[src/hw/plt_pkg.sv]
// shared types and constants for the passive panel timing generator
package plt_pkg;

   // panel data formats handled by the generator
   typedef enum logic [1:0] {
      FMT_MONO4,
      FMT_MONO8,
      FMT_COLOR4
   } plt_format_t;

   // panel output sequencing states
   typedef enum logic [1:0] {
      PWR_OFF,
      PWR_RUN,
      PWR_DRAIN
   } plt_power_t;

   // static configuration, held steady while the panel runs
   typedef struct packed {
      logic [6:0] h_active;   // active width in units of 8 pixels, minus 1
      logic [7:0] h_blank;    // blanking in units of 8 pixels, minus 4
      logic [9:0] v_active;   // active lines minus 1
      logic [5:0] v_blank;    // blanking lines
      plt_format_t format;    // panel data format
      logic clk_div;          // halve the input clock
      logic shift_gate;       // shift clock only inside the data window
   } plt_cfg_t;

   // counter widths
   localparam int H2_W = 12;
   localparam int V_W = 11;
   localparam int SPH_W = 5;
   localparam int MON_W = 16;

   // core clock rate and the input clock limit for running undivided
   localparam int CORE_CLK_MHZ = 200;
   localparam int UNDIVIDED_MAX_MHZ = 25;

   // horizontal timing, in pixel periods
   localparam int HALVES_PER_TS = 2;
   localparam int H_UNIT_TS = 8;
   localparam int H_BLANK_BASE = 4;
   localparam int H_BLANK_USED_BITS = 5;
   localparam int LINE_PULSE_TS = 9;
   localparam int FRAME_HOLD_TS = 9;
   localparam int SHIFT_LEAD_TS = 23;
   localparam int AC_DELAY_TS = 1;

   // shift clock half cycle per format, in half pixel periods
   localparam logic [3:0] SHIFT_HALF_MONO4 = 4'h4;
   localparam logic [3:0] SHIFT_HALF_MONO8 = 4'h8;
   localparam logic [3:0] SHIFT_HALF_COLOR4 = 4'h1;

   // power sequencing, in frames
   localparam int DRAIN_FRAMES_TYP = 127;
   localparam int DRAIN_W = 7;

   // reset values
   localparam plt_power_t POWER_RESET = PWR_OFF;
   localparam logic [7:0] BUS_RESET = 8'h00;

endpackage : plt_pkg

[src/hw/plt_panel_timing.sv]
// passive panel timing generator with power sequencing
`timescale 1ns/1ps

// Behaviour
// RULE1: divide bit halves input clock internally
// RULE2: outputs go active within one frame
// RULE3: panel power only with outputs active
// RULE4: forced off: power save stops outputs
// RULE5: forced off: save release restarts outputs
// RULE6: save starts shutdown within one frame
// RULE7: outputs run 127 frames after power drops
// RULE8: save release restores outputs and power
// RULE9: force-off drops power, release restores it
// RULE10: active lines equal field plus one
// RULE11: blank lines equal blanking field
// RULE12: active width is eight times field+1
// RULE13: blank width is eight times field+4
// RULE14: frame pulse held nine periods past line
// RULE15: line pulse nine wide, full line period
// RULE16: modulation flips one period after line
// RULE17: first shift rise 23 periods after line
// RULE18: mono4 nibble, four-period shift cycle
// RULE19: mono4 last shift fall lead times
// RULE20: mono8 byte, eight-period shift cycle
// RULE21: mono8 last shift fall lead times
// RULE22: shift clock gate control input
// RULE23: color4 nibble, one-period shift cycle
// RULE24: pixel period from divided clock, 5 bits
module plt_panel_timing #(
   parameter int DRAIN_FRAMES = plt_pkg::DRAIN_FRAMES_TYP
) (
   // clock and reset
   input wire logic CORE_CLK,
   input wire logic RESET,
   // configuration and power controls
   input wire plt_pkg::plt_cfg_t CFG,
   input wire logic DISPLAY_ON,
   input wire logic HW_POWER_SAVE,
   input wire logic POWER_FORCE_OFF,
   // pixel source
   input wire logic [7:0] PIXEL_DATA,
   output logic PIXEL_REQ,
   // panel pins
   output logic PANEL_LINE_PULSE,
   output logic PANEL_FRAME_PULSE,
   output logic PANEL_SHIFT_CLOCK,
   output logic [7:0] PANEL_PIXEL_BUS,
   output logic PANEL_DATA_ENABLE,
   output logic PANEL_AC_MODULATION,
   output logic PANEL_POWER_ENABLE
);

   // counters and derived timing
   logic div_phase;                    // divider toggle
   logic half_tick;                    // one half pixel period elapsed
   logic step_first;                   // first cycle of a half step
   logic [plt_pkg::H2_W-1:0] h2;       // line position, half periods
   logic [plt_pkg::V_W-1:0] v;         // line number in frame
   logic [plt_pkg::SPH_W-1:0] sph;     // shift phase, half periods
   logic [plt_pkg::H2_W-1:0] act_halves;
   logic [plt_pkg::H2_W-1:0] blank_halves;
   logic [plt_pkg::H2_W-1:0] line_halves;
   logic [plt_pkg::V_W-1:0] frame_lines;
   logic [plt_pkg::H2_W-1:0] win_start;
   logic [plt_pkg::H2_W-1:0] win_end;
   logic [3:0] shift_half;
   logic last_h;
   logic last_v;
   logic line_end_tick;
   logic frame_start_tick;
   logic display_line;
   logic in_window;
   logic in_data;
   logic load;
   // pixel staging
   logic [7:0] stage;
   logic stage_valid;
   logic req;
   // sequencing
   plt_pkg::plt_power_t pstate;
   logic [plt_pkg::DRAIN_W-1:0] drain_left;
   logic power_on;
   logic run;
   logic out_on;                       // outputs are live this cycle
   logic ac_phase;
   logic ac_flip;
   // next panel values before gating
   logic next_line;
   logic next_frame;
   logic next_shift;
   logic [7:0] next_bus;
   logic next_de;

   // divided step rate; the shift clock of colour panels needs half
   // pixel resolution, so the counters run at twice the pixel rate
   always_ff @(posedge CORE_CLK)
   begin
      if (RESET)
         div_phase <= 1'b0;
      else if (CFG.clk_div)
         div_phase <= ~div_phase;      // [RULE1]
      else
         div_phase <= 1'b0;
   end

   assign half_tick = ~CFG.clk_div | div_phase; // [RULE1] [RULE24]

   // marks the first cycle after a step so single events fire once
   always_ff @(posedge CORE_CLK)
   begin
      if (RESET)
         step_first <= 1'b1;
      else
         step_first <= half_tick;
   end

   // line and frame lengths from the configuration
   always_comb
   begin
      act_halves = ({5'h00, CFG.h_active} + 12'h001)
         * 12'(plt_pkg::HALVES_PER_TS * plt_pkg::H_UNIT_TS); // [RULE12]
      // only the low blanking bits count
      blank_halves = ({7'h00, CFG.h_blank[plt_pkg::H_BLANK_USED_BITS-1:0]}
         + 12'(plt_pkg::H_BLANK_BASE)) // [RULE13] [RULE24]
         * 12'(plt_pkg::HALVES_PER_TS * plt_pkg::H_UNIT_TS);
      line_halves = act_halves + blank_halves; // [RULE15]
      frame_lines = {1'b0, CFG.v_active} + 11'h001
         + {5'h00, CFG.v_blank};        // [RULE10] [RULE11]
      // shift cycle per format
      case (CFG.format)
         plt_pkg::FMT_MONO8:
            shift_half = plt_pkg::SHIFT_HALF_MONO8; // [RULE20]
         plt_pkg::FMT_COLOR4:
            shift_half = plt_pkg::SHIFT_HALF_COLOR4; // [RULE23]
         default: shift_half = plt_pkg::SHIFT_HALF_MONO4; // [RULE18]
      endcase
      // window starts half a shift cycle before the first rise, so the
      // last fall leads the next line by eight times the blanking field plus that half
      win_start = 12'(plt_pkg::HALVES_PER_TS
         * (plt_pkg::LINE_PULSE_TS + plt_pkg::SHIFT_LEAD_TS))
         - {8'h00, shift_half};         // [RULE17] [RULE19] [RULE21]
      win_end = win_start + act_halves;
   end

   assign last_h = (h2 == line_halves - 12'h001);
   assign last_v = (v == frame_lines - 11'h001);
   assign line_end_tick = half_tick & last_h;
   assign frame_start_tick = line_end_tick & last_v;
   assign display_line = (v <= {1'b0, CFG.v_active}); // [RULE10]
   assign in_window = display_line & (h2 >= win_start) & (h2 < win_end);
   assign in_data = display_line & (h2 >= win_start + {8'h00, shift_half})
      & (h2 < win_end + {8'h00, shift_half});
   // data changes on each shift rise, held half a cycle either side
   assign load = step_first & in_window
      & (sph == {1'b0, shift_half}); // [RULE18] [RULE20] [RULE23]

   // horizontal position
   always_ff @(posedge CORE_CLK)
   begin
      if (RESET)
         h2 <= '0;
      else if (line_end_tick)
         h2 <= '0;
      else if (half_tick)
         h2 <= h2 + 12'h001;
   end

   // vertical position
   always_ff @(posedge CORE_CLK)
   begin
      if (RESET)
         v <= '0;
      else if (frame_start_tick)
         v <= '0;
      else if (line_end_tick)
         v <= v + 11'h001;
   end

   // shift phase; realigned at each window start, free otherwise
   always_ff @(posedge CORE_CLK)
   begin
      if (RESET)
         sph <= '0;
      else if (half_tick)
      begin
         if (h2 == win_start - 12'h001)
            sph <= '0;
         else if (sph == {shift_half, 1'b0} - 5'h01)
            sph <= '0;
         else
            sph <= sph + 5'h01;
      end
   end

   // pixel staging; one word waits ahead so a load never stalls
   always_ff @(posedge CORE_CLK)
   begin
      if (RESET)
      begin
         stage <= plt_pkg::BUS_RESET;
         stage_valid <= 1'b0;
         req <= 1'b0;
      end
      else
      begin
         if (req)
         begin
            stage <= PIXEL_DATA;
            stage_valid <= 1'b1;
         end
         else if (load)
            stage_valid <= 1'b0;
         req <= (load | ~stage_valid) & ~req;
      end
   end

   // power sequencing, decided only at frame boundaries
   always_ff @(posedge CORE_CLK)
   begin
      if (RESET)
      begin
         pstate <= plt_pkg::POWER_RESET;
         drain_left <= '0;
         power_on <= 1'b0;
      end
      else if (frame_start_tick)
      begin
         case (pstate)
            plt_pkg::PWR_OFF:
            begin
               // outputs come up on this frame, and power with them unless POWER_FORCE_OFF is set
               if (DISPLAY_ON & ~HW_POWER_SAVE)
               begin
                  pstate <= plt_pkg::PWR_RUN;          // [RULE2] [RULE5]
                  power_on <= ~POWER_FORCE_OFF;        // [RULE3] [RULE8]
               end
            end
            plt_pkg::PWR_RUN:
            begin
               if (~DISPLAY_ON)
               begin
                  pstate <= plt_pkg::PWR_OFF;
                  power_on <= 1'b0;
               end
               else if (HW_POWER_SAVE & POWER_FORCE_OFF)
               begin
                  pstate <= plt_pkg::PWR_OFF;          // [RULE4]
                  power_on <= 1'b0;
               end
               else if (HW_POWER_SAVE)
               begin
                  pstate <= plt_pkg::PWR_DRAIN;        // [RULE6]
                  drain_left <= DRAIN_FRAMES[plt_pkg::DRAIN_W-1:0];
                  power_on <= 1'b0;
               end
               else
                  power_on <= ~POWER_FORCE_OFF;        // [RULE9]
            end
            plt_pkg::PWR_DRAIN:
            begin
               // panel keeps its scan while its supply decays
               if (~HW_POWER_SAVE & DISPLAY_ON)
               begin
                  pstate <= plt_pkg::PWR_RUN;          // [RULE8]
                  power_on <= ~POWER_FORCE_OFF;
               end
               else if (~DISPLAY_ON | (drain_left <= 7'h01))
                  pstate <= plt_pkg::PWR_OFF;          // [RULE7]
               else
                  drain_left <= drain_left - 7'h01;    // [RULE7]
            end
            default:
            begin
               pstate <= plt_pkg::PWR_OFF;
               power_on <= 1'b0;
            end
         endcase
      end
   end

   assign run = (pstate != plt_pkg::PWR_OFF);

   // modulation flips once per line, one pixel period into the pulse
   assign ac_flip = step_first
      & (h2 == 12'(plt_pkg::HALVES_PER_TS * plt_pkg::AC_DELAY_TS));

   always_ff @(posedge CORE_CLK)
   begin
      if (RESET)
         ac_phase <= 1'b0;
      else
         ac_phase <= ac_phase ^ ac_flip; // [RULE16]
   end

   // panel values before gating
   always_comb
   begin
      next_line = (h2 < 12'(plt_pkg::HALVES_PER_TS
         * plt_pkg::LINE_PULSE_TS)); // [RULE15]
      // frame pulse spans the previous line's tail into the first line
      next_frame = (last_v & (h2 >= 12'(plt_pkg::HALVES_PER_TS
         * (plt_pkg::LINE_PULSE_TS + plt_pkg::FRAME_HOLD_TS))))
         | ((v == '0) & (h2 < 12'(plt_pkg::HALVES_PER_TS
         * (plt_pkg::LINE_PULSE_TS + plt_pkg::FRAME_HOLD_TS)))); // [RULE14]
      // low half first, then high; the gate hides it outside the window
      next_shift = (sph >= {1'b0, shift_half})
         & (in_window | ~CFG.shift_gate); // [RULE22]
      next_de = in_data;
      if (load)
         next_bus = (CFG.format == plt_pkg::FMT_MONO8) ? stage
            : (stage & 8'hF0);         // [RULE18] [RULE23]
      else if (in_data)
         next_bus = PANEL_PIXEL_BUS;
      else
         next_bus = plt_pkg::BUS_RESET;
   end

   // panel pins, all held low while the outputs are inactive
   always_ff @(posedge CORE_CLK)
   begin
      if (RESET)
      begin
         PANEL_LINE_PULSE <= 1'b0;
         PANEL_FRAME_PULSE <= 1'b0;
         PANEL_SHIFT_CLOCK <= 1'b0;
         PANEL_PIXEL_BUS <= plt_pkg::BUS_RESET;
         PANEL_DATA_ENABLE <= 1'b0;
         PANEL_AC_MODULATION <= 1'b0;
         PANEL_POWER_ENABLE <= 1'b0;
         out_on <= 1'b0;
      end
      else
      begin
         PANEL_LINE_PULSE <= run & next_line;
         PANEL_FRAME_PULSE <= run & next_frame;
         PANEL_SHIFT_CLOCK <= run & next_shift;
         PANEL_PIXEL_BUS <= run ? next_bus : plt_pkg::BUS_RESET;
         PANEL_DATA_ENABLE <= run & next_de;
         PANEL_AC_MODULATION <= run & (ac_phase ^ ac_flip);
         PANEL_POWER_ENABLE <= run & power_on;  // [RULE3]
         out_on <= run;
      end
   end

   assign PIXEL_REQ = req;

   // monitors for the checks below
   logic [plt_pkg::MON_W-1:0] ts_cyc;    // core cycles per pixel period
   logic [plt_pkg::MON_W-1:0] hi_cnt;
   logic [plt_pkg::MON_W-1:0] lo_cnt;
   logic [plt_pkg::MON_W-1:0] per_cnt;
   logic [plt_pkg::MON_W-1:0] drain_seen;
   logic line_seen;
   logic line_q;

   assign ts_cyc = CFG.clk_div ? 16'h0004 : 16'h0002;

   always_ff @(posedge CORE_CLK)
   begin
      if (RESET)
      begin
         hi_cnt <= '0;
         lo_cnt <= '0;
         per_cnt <= '0;
         drain_seen <= '0;
         line_seen <= 1'b0;
         line_q <= 1'b0;
      end
      else
      begin
         line_q <= PANEL_LINE_PULSE;
         hi_cnt <= PANEL_LINE_PULSE ? hi_cnt + 16'h0001 : '0;
         lo_cnt <= PANEL_LINE_PULSE ? '0 : lo_cnt + 16'h0001;
         per_cnt <= (PANEL_LINE_PULSE & ~line_q) ? 16'h0001
            : per_cnt + 16'h0001;
         line_seen <= out_on & (line_seen | (PANEL_LINE_PULSE & ~line_q));
         if (pstate != plt_pkg::PWR_DRAIN)
            drain_seen <= '0;
         else if (frame_start_tick)
            drain_seen <= drain_seen + 16'h0001;
      end
   end
endmodule : plt_panel_timing

[config.mk]
export PLATFORM = sky130hd
export DESIGN_NAME = plt_panel_timing
export DESIGN_NICKNAME = d
export VERILOG_FILES = /design/src/hw/plt_pkg.sv /design/src/hw/plt_panel_timing.sv
export SDC_FILE = /design/constraint.sdc
export NUM_CORES = 1
export LEC_CHECK = 0
export BUFFER_PORTS_ARGS = -buffer_cell sky130_fd_sc_hd__buf_2
export CORE_MARGIN = 2
export CORE_UTILIZATION = 31
export DETAILED_ROUTE_END_ITERATION = 10
export SETUP_SLACK_MARGIN = 0.5
export SLEW_MARGIN = 20
export SYNTH_ARGS = -nofsm -noshare
export SYNTH_HDL_FRONTEND = slang
export SYNTH_SLANG_ARGS = --single-unit
[constraint.sdc]
create_clock -name CORE_CLK -period 13.05 [get_ports CORE_CLK]
set_input_delay 1.9575 -clock CORE_CLK [delete_from_list [all_inputs] [get_ports CORE_CLK]]
set_output_delay 1.9575 -clock CORE_CLK [all_outputs]
set_load 0.03 [all_outputs]
==> impl_results.md <==
* N_diodes at 0
* Status: completed
* DRC viols at 0
* Synth cell types at 67
* Io pins at 63
* Commonest non-fill, non-tap cells in the layout: ha_1 (67), dfxtp_1 (65), nor2_1 (60), buf_2 (59), inv_1 (56)
* FP Rows at 48
* CTS Buf Count at 9
* Core area at 17400 sq um
* Clock Path Buffers at 2
* CTS tree: built
* DP Area at 6000 sq um
* Total Nets Final at 831
* Post-synthesis compound-gate area fraction at 18.4%
* Synthesized flop and latch total at 65
* GRT Max-Usage Layer: met2
* Grt met3 use at a little under 2%
* Worst-path clk slew at 50 ps
* Critical Path AT at 6560 ps
* Mux cell area share after synthesis at ~4%
* Initial Util at around a third
* Vias at 4713
* Cells after synthesis at 670
* P per Cell Area at 92.4 nW/um^2
* Final setup violation count at 0
* Tcrit/Tclk final at between 40% and 50%
* Hold Buf Count CTS at 0
* Worst skew pair latency at 330 ps
* GR met1 Demand/Resource at around a fifth
* Synth Area in Simple Gates at 20.9%
* Routed length per instance at 14.0 um
* Relative slew margins at 25.4%
* PnR worst setup slack at around 6700 ps
* Post-synth EDFFs at 0
* Initial DRT Pass Iterations at 4
* Max Clk Rate at 158 MHz
* Non-Filler Instances at 943
* Gpl congestion at ~0.8
* Largest net degree at the start of global routing at 35
* Placed insts at 928
* Area grow syn2layout at 13.7%
* Final hold violation count at 0
* First-pass GRT wire length at 21.9 mm
* Sink Count at 65
* Vias per Instance at 5.00
* Reg2Reg Depth at 6
* Layout cells sized above 1 at 12.8%
* Critical Path End Type: flip-flop
* Largest family of logic cells by synthesized area: simple AND/OR/NAND/NOR gates
* Setup TNS Final at 0 ps
* Crit path kind: primary input to flip-flop
* RSZ-0062 raised after global routing: no
* Reg2reg setup slack at 9830 ps
* Number of global-route vias before repair at 4430
* Main synth FF type: dfxtp_1
* Setup crit start kind: primary input
* Clk_skew at 6.88 ps
* Max VDD drop at 0.0511 mV
* Total leakage power at 2.62 nW
* Total GRT Usage at 14.5%
* Crit Path Max Fanout at 8
* Tightest Pin Transition at 1090 ps
* Total congestion overflow at 0
* IO buf count at 59
* DRT Wirelength at 13.2 mm
* CP required at 13290 ps
* Root Driver: clkbuf_16
* Total of max-cap violations at 0
* Minimum clock period at 6320 ps
* H-tree depth at 3
* Asr flop ratio synth at 0%
* Post-synthesis cell area at 5540 sq um
* Setup bufs post-CTS at 0
* Fin area at roughly 6300 sq um
* Chip width at 138 um
* Post-DRT Antenna Nets at 0
* Min-Delay Path Class: flip-flop to flip-flop
* DIE AREA at 19000 sq um
* Syn avg cell area at approximately 8.3 sq um
* YS warnings at 0
* Initial DRC count at 204
* Post-synthesis adder-cell area fraction at 15.9%
* Hold depth at 2
* Initial antenna violation count at 0
* Met2 Use GR at between 20% and 30%
* Final count of pins violating max slew at 0
* XOR/XNOR share of the synthesized area at 11.1%
* DP HPWL at 10.1 mm
* Post-CTS Resized at 0
* Post-Place Worst Slack at approximately 6400 ps
* Syn_nets at 787
* Sequential share of the synthesized area at 23.5%
* Commonest non-fill, non-tap cell in the layout: ha_1
* Die Height at 138 um
## logic make-up (layout without fill, tap and decap cells)
logic type	Yosys count	in the layout
AO/OA/AOI/OAI	133	133
XOR/XNOR	70	70
adder cells (fa/ha/maj)	69	69
buffers and inverters	84	132
flip-flops	65	65
multiplexers	22	22
other	2	2
AND/OR/NAND/NOR	225	225
## flip-flops by register name (all words and copies together), names as in the netlist, 2 cells and up
name             count
v                   11
drain_left           7
stage                8
PANEL_PIXEL_BUS      8
sph                  5
h2                  12
pstate               2
## routing by layer
metal	wire length [um]	part of all wire (%)	vias up
li1	-	-	2476
met1	6890	52	2159
met2	5680	43	68
met3	468	3.6	10
met4	128	0.97	0
met5	0	0	-
## cells in the mapped netlist (4+ instances only)
library cell  count  area (sq um)
ha_1             67           838
dfxtp_1          65          1300
nor2_1           60           225
inv_1            56           210
xnor2_1          45           394
nand2_1          41           154
a21oi_1          31           155
nand3_1          28           140
xor2_1           25           219
a211oi_1         21           158
mux2i_1          21           210
nor3_1           19          95.1
clkbuf_1         17          63.8
nand4_1          17           106
o21ai_0          17          85.1
nand2b_1         10          62.6
nor2b_1          10          62.6
or3_1            10          62.6
buf_2             9          45.0
a21o_1            7          52.6
a41oi_1           7          61.3
nor4_1            5          31.3
and3_1            4          25.0
and4_1            4          35.0
nor3b_1           4          30.0
o21a_1            4          30.0
## worst paths after layout
path / startpoint / endpoint
setup reg to reg: h2[9]$_SDFFE_PP0P_ / PANEL_PIXEL_BUS[6]$_SDFFE_PP0P_
hold / removal: power_on$_SDFFE_PP0P_ / PANEL_POWER_ENABLE$_SDFF_PP0_
setup / recovery: CFG[28] / PANEL_PIXEL_BUS[6]$_SDFFE_PP0P_
hold reg to reg: power_on$_SDFFE_PP0P_ / PANEL_POWER_ENABLE$_SDFF_PP0_
## final cells by class
cell class              count  area (sq um)
clock buffers              12           256
clock inverters             3          40.0
fillers                  1841         11100
inverters                  56           210
multi-input cells         521          3900
flip-flops and latches     65          1300
well taps                 225           282
repair buffers             61           310
## power breakdown
group	leakage, nW	switching [mW]	total [mW]	internal, mW
Sequential	0.526	0.00495	0.208	0.203
Clock	0.148	0.0822	0.239	0.156
Combinational	1.95	0.0796	0.135	0.0555
## critical path, cell delays in order
cell and delay [ps]:
buf_2 170, ha_1 370, xor2_1 320, ha_1 210, a21oi_1 60, o21ai_0 110
nor3b_1 330, xnor2_1 220, inv_1 120, ha_1 310, a21o_1 180, a21o_1 170
a2111oi_0 950, nand4_1 710, mux2i_1 340
## per-stage QoR
| step | total power [mW] | hold slack [ps] | utilization, % |
|---|---|---|---|
| 2_1_floorplan | 0.314 | 424 | - |
| 3_3_place_gp | 0.345 | 439 | 34.5 |
| 3_5_place_dp | 0.346 | 441 | 34.5 |
| 4_1_cts | 0.588 | 450 | 36.2 |
| 5_1_grt | 0.615 | 469 | 36.2 |
| 6_report | 0.582 | 451 | 36.2 |
Power figures use the tool's default switching activity.
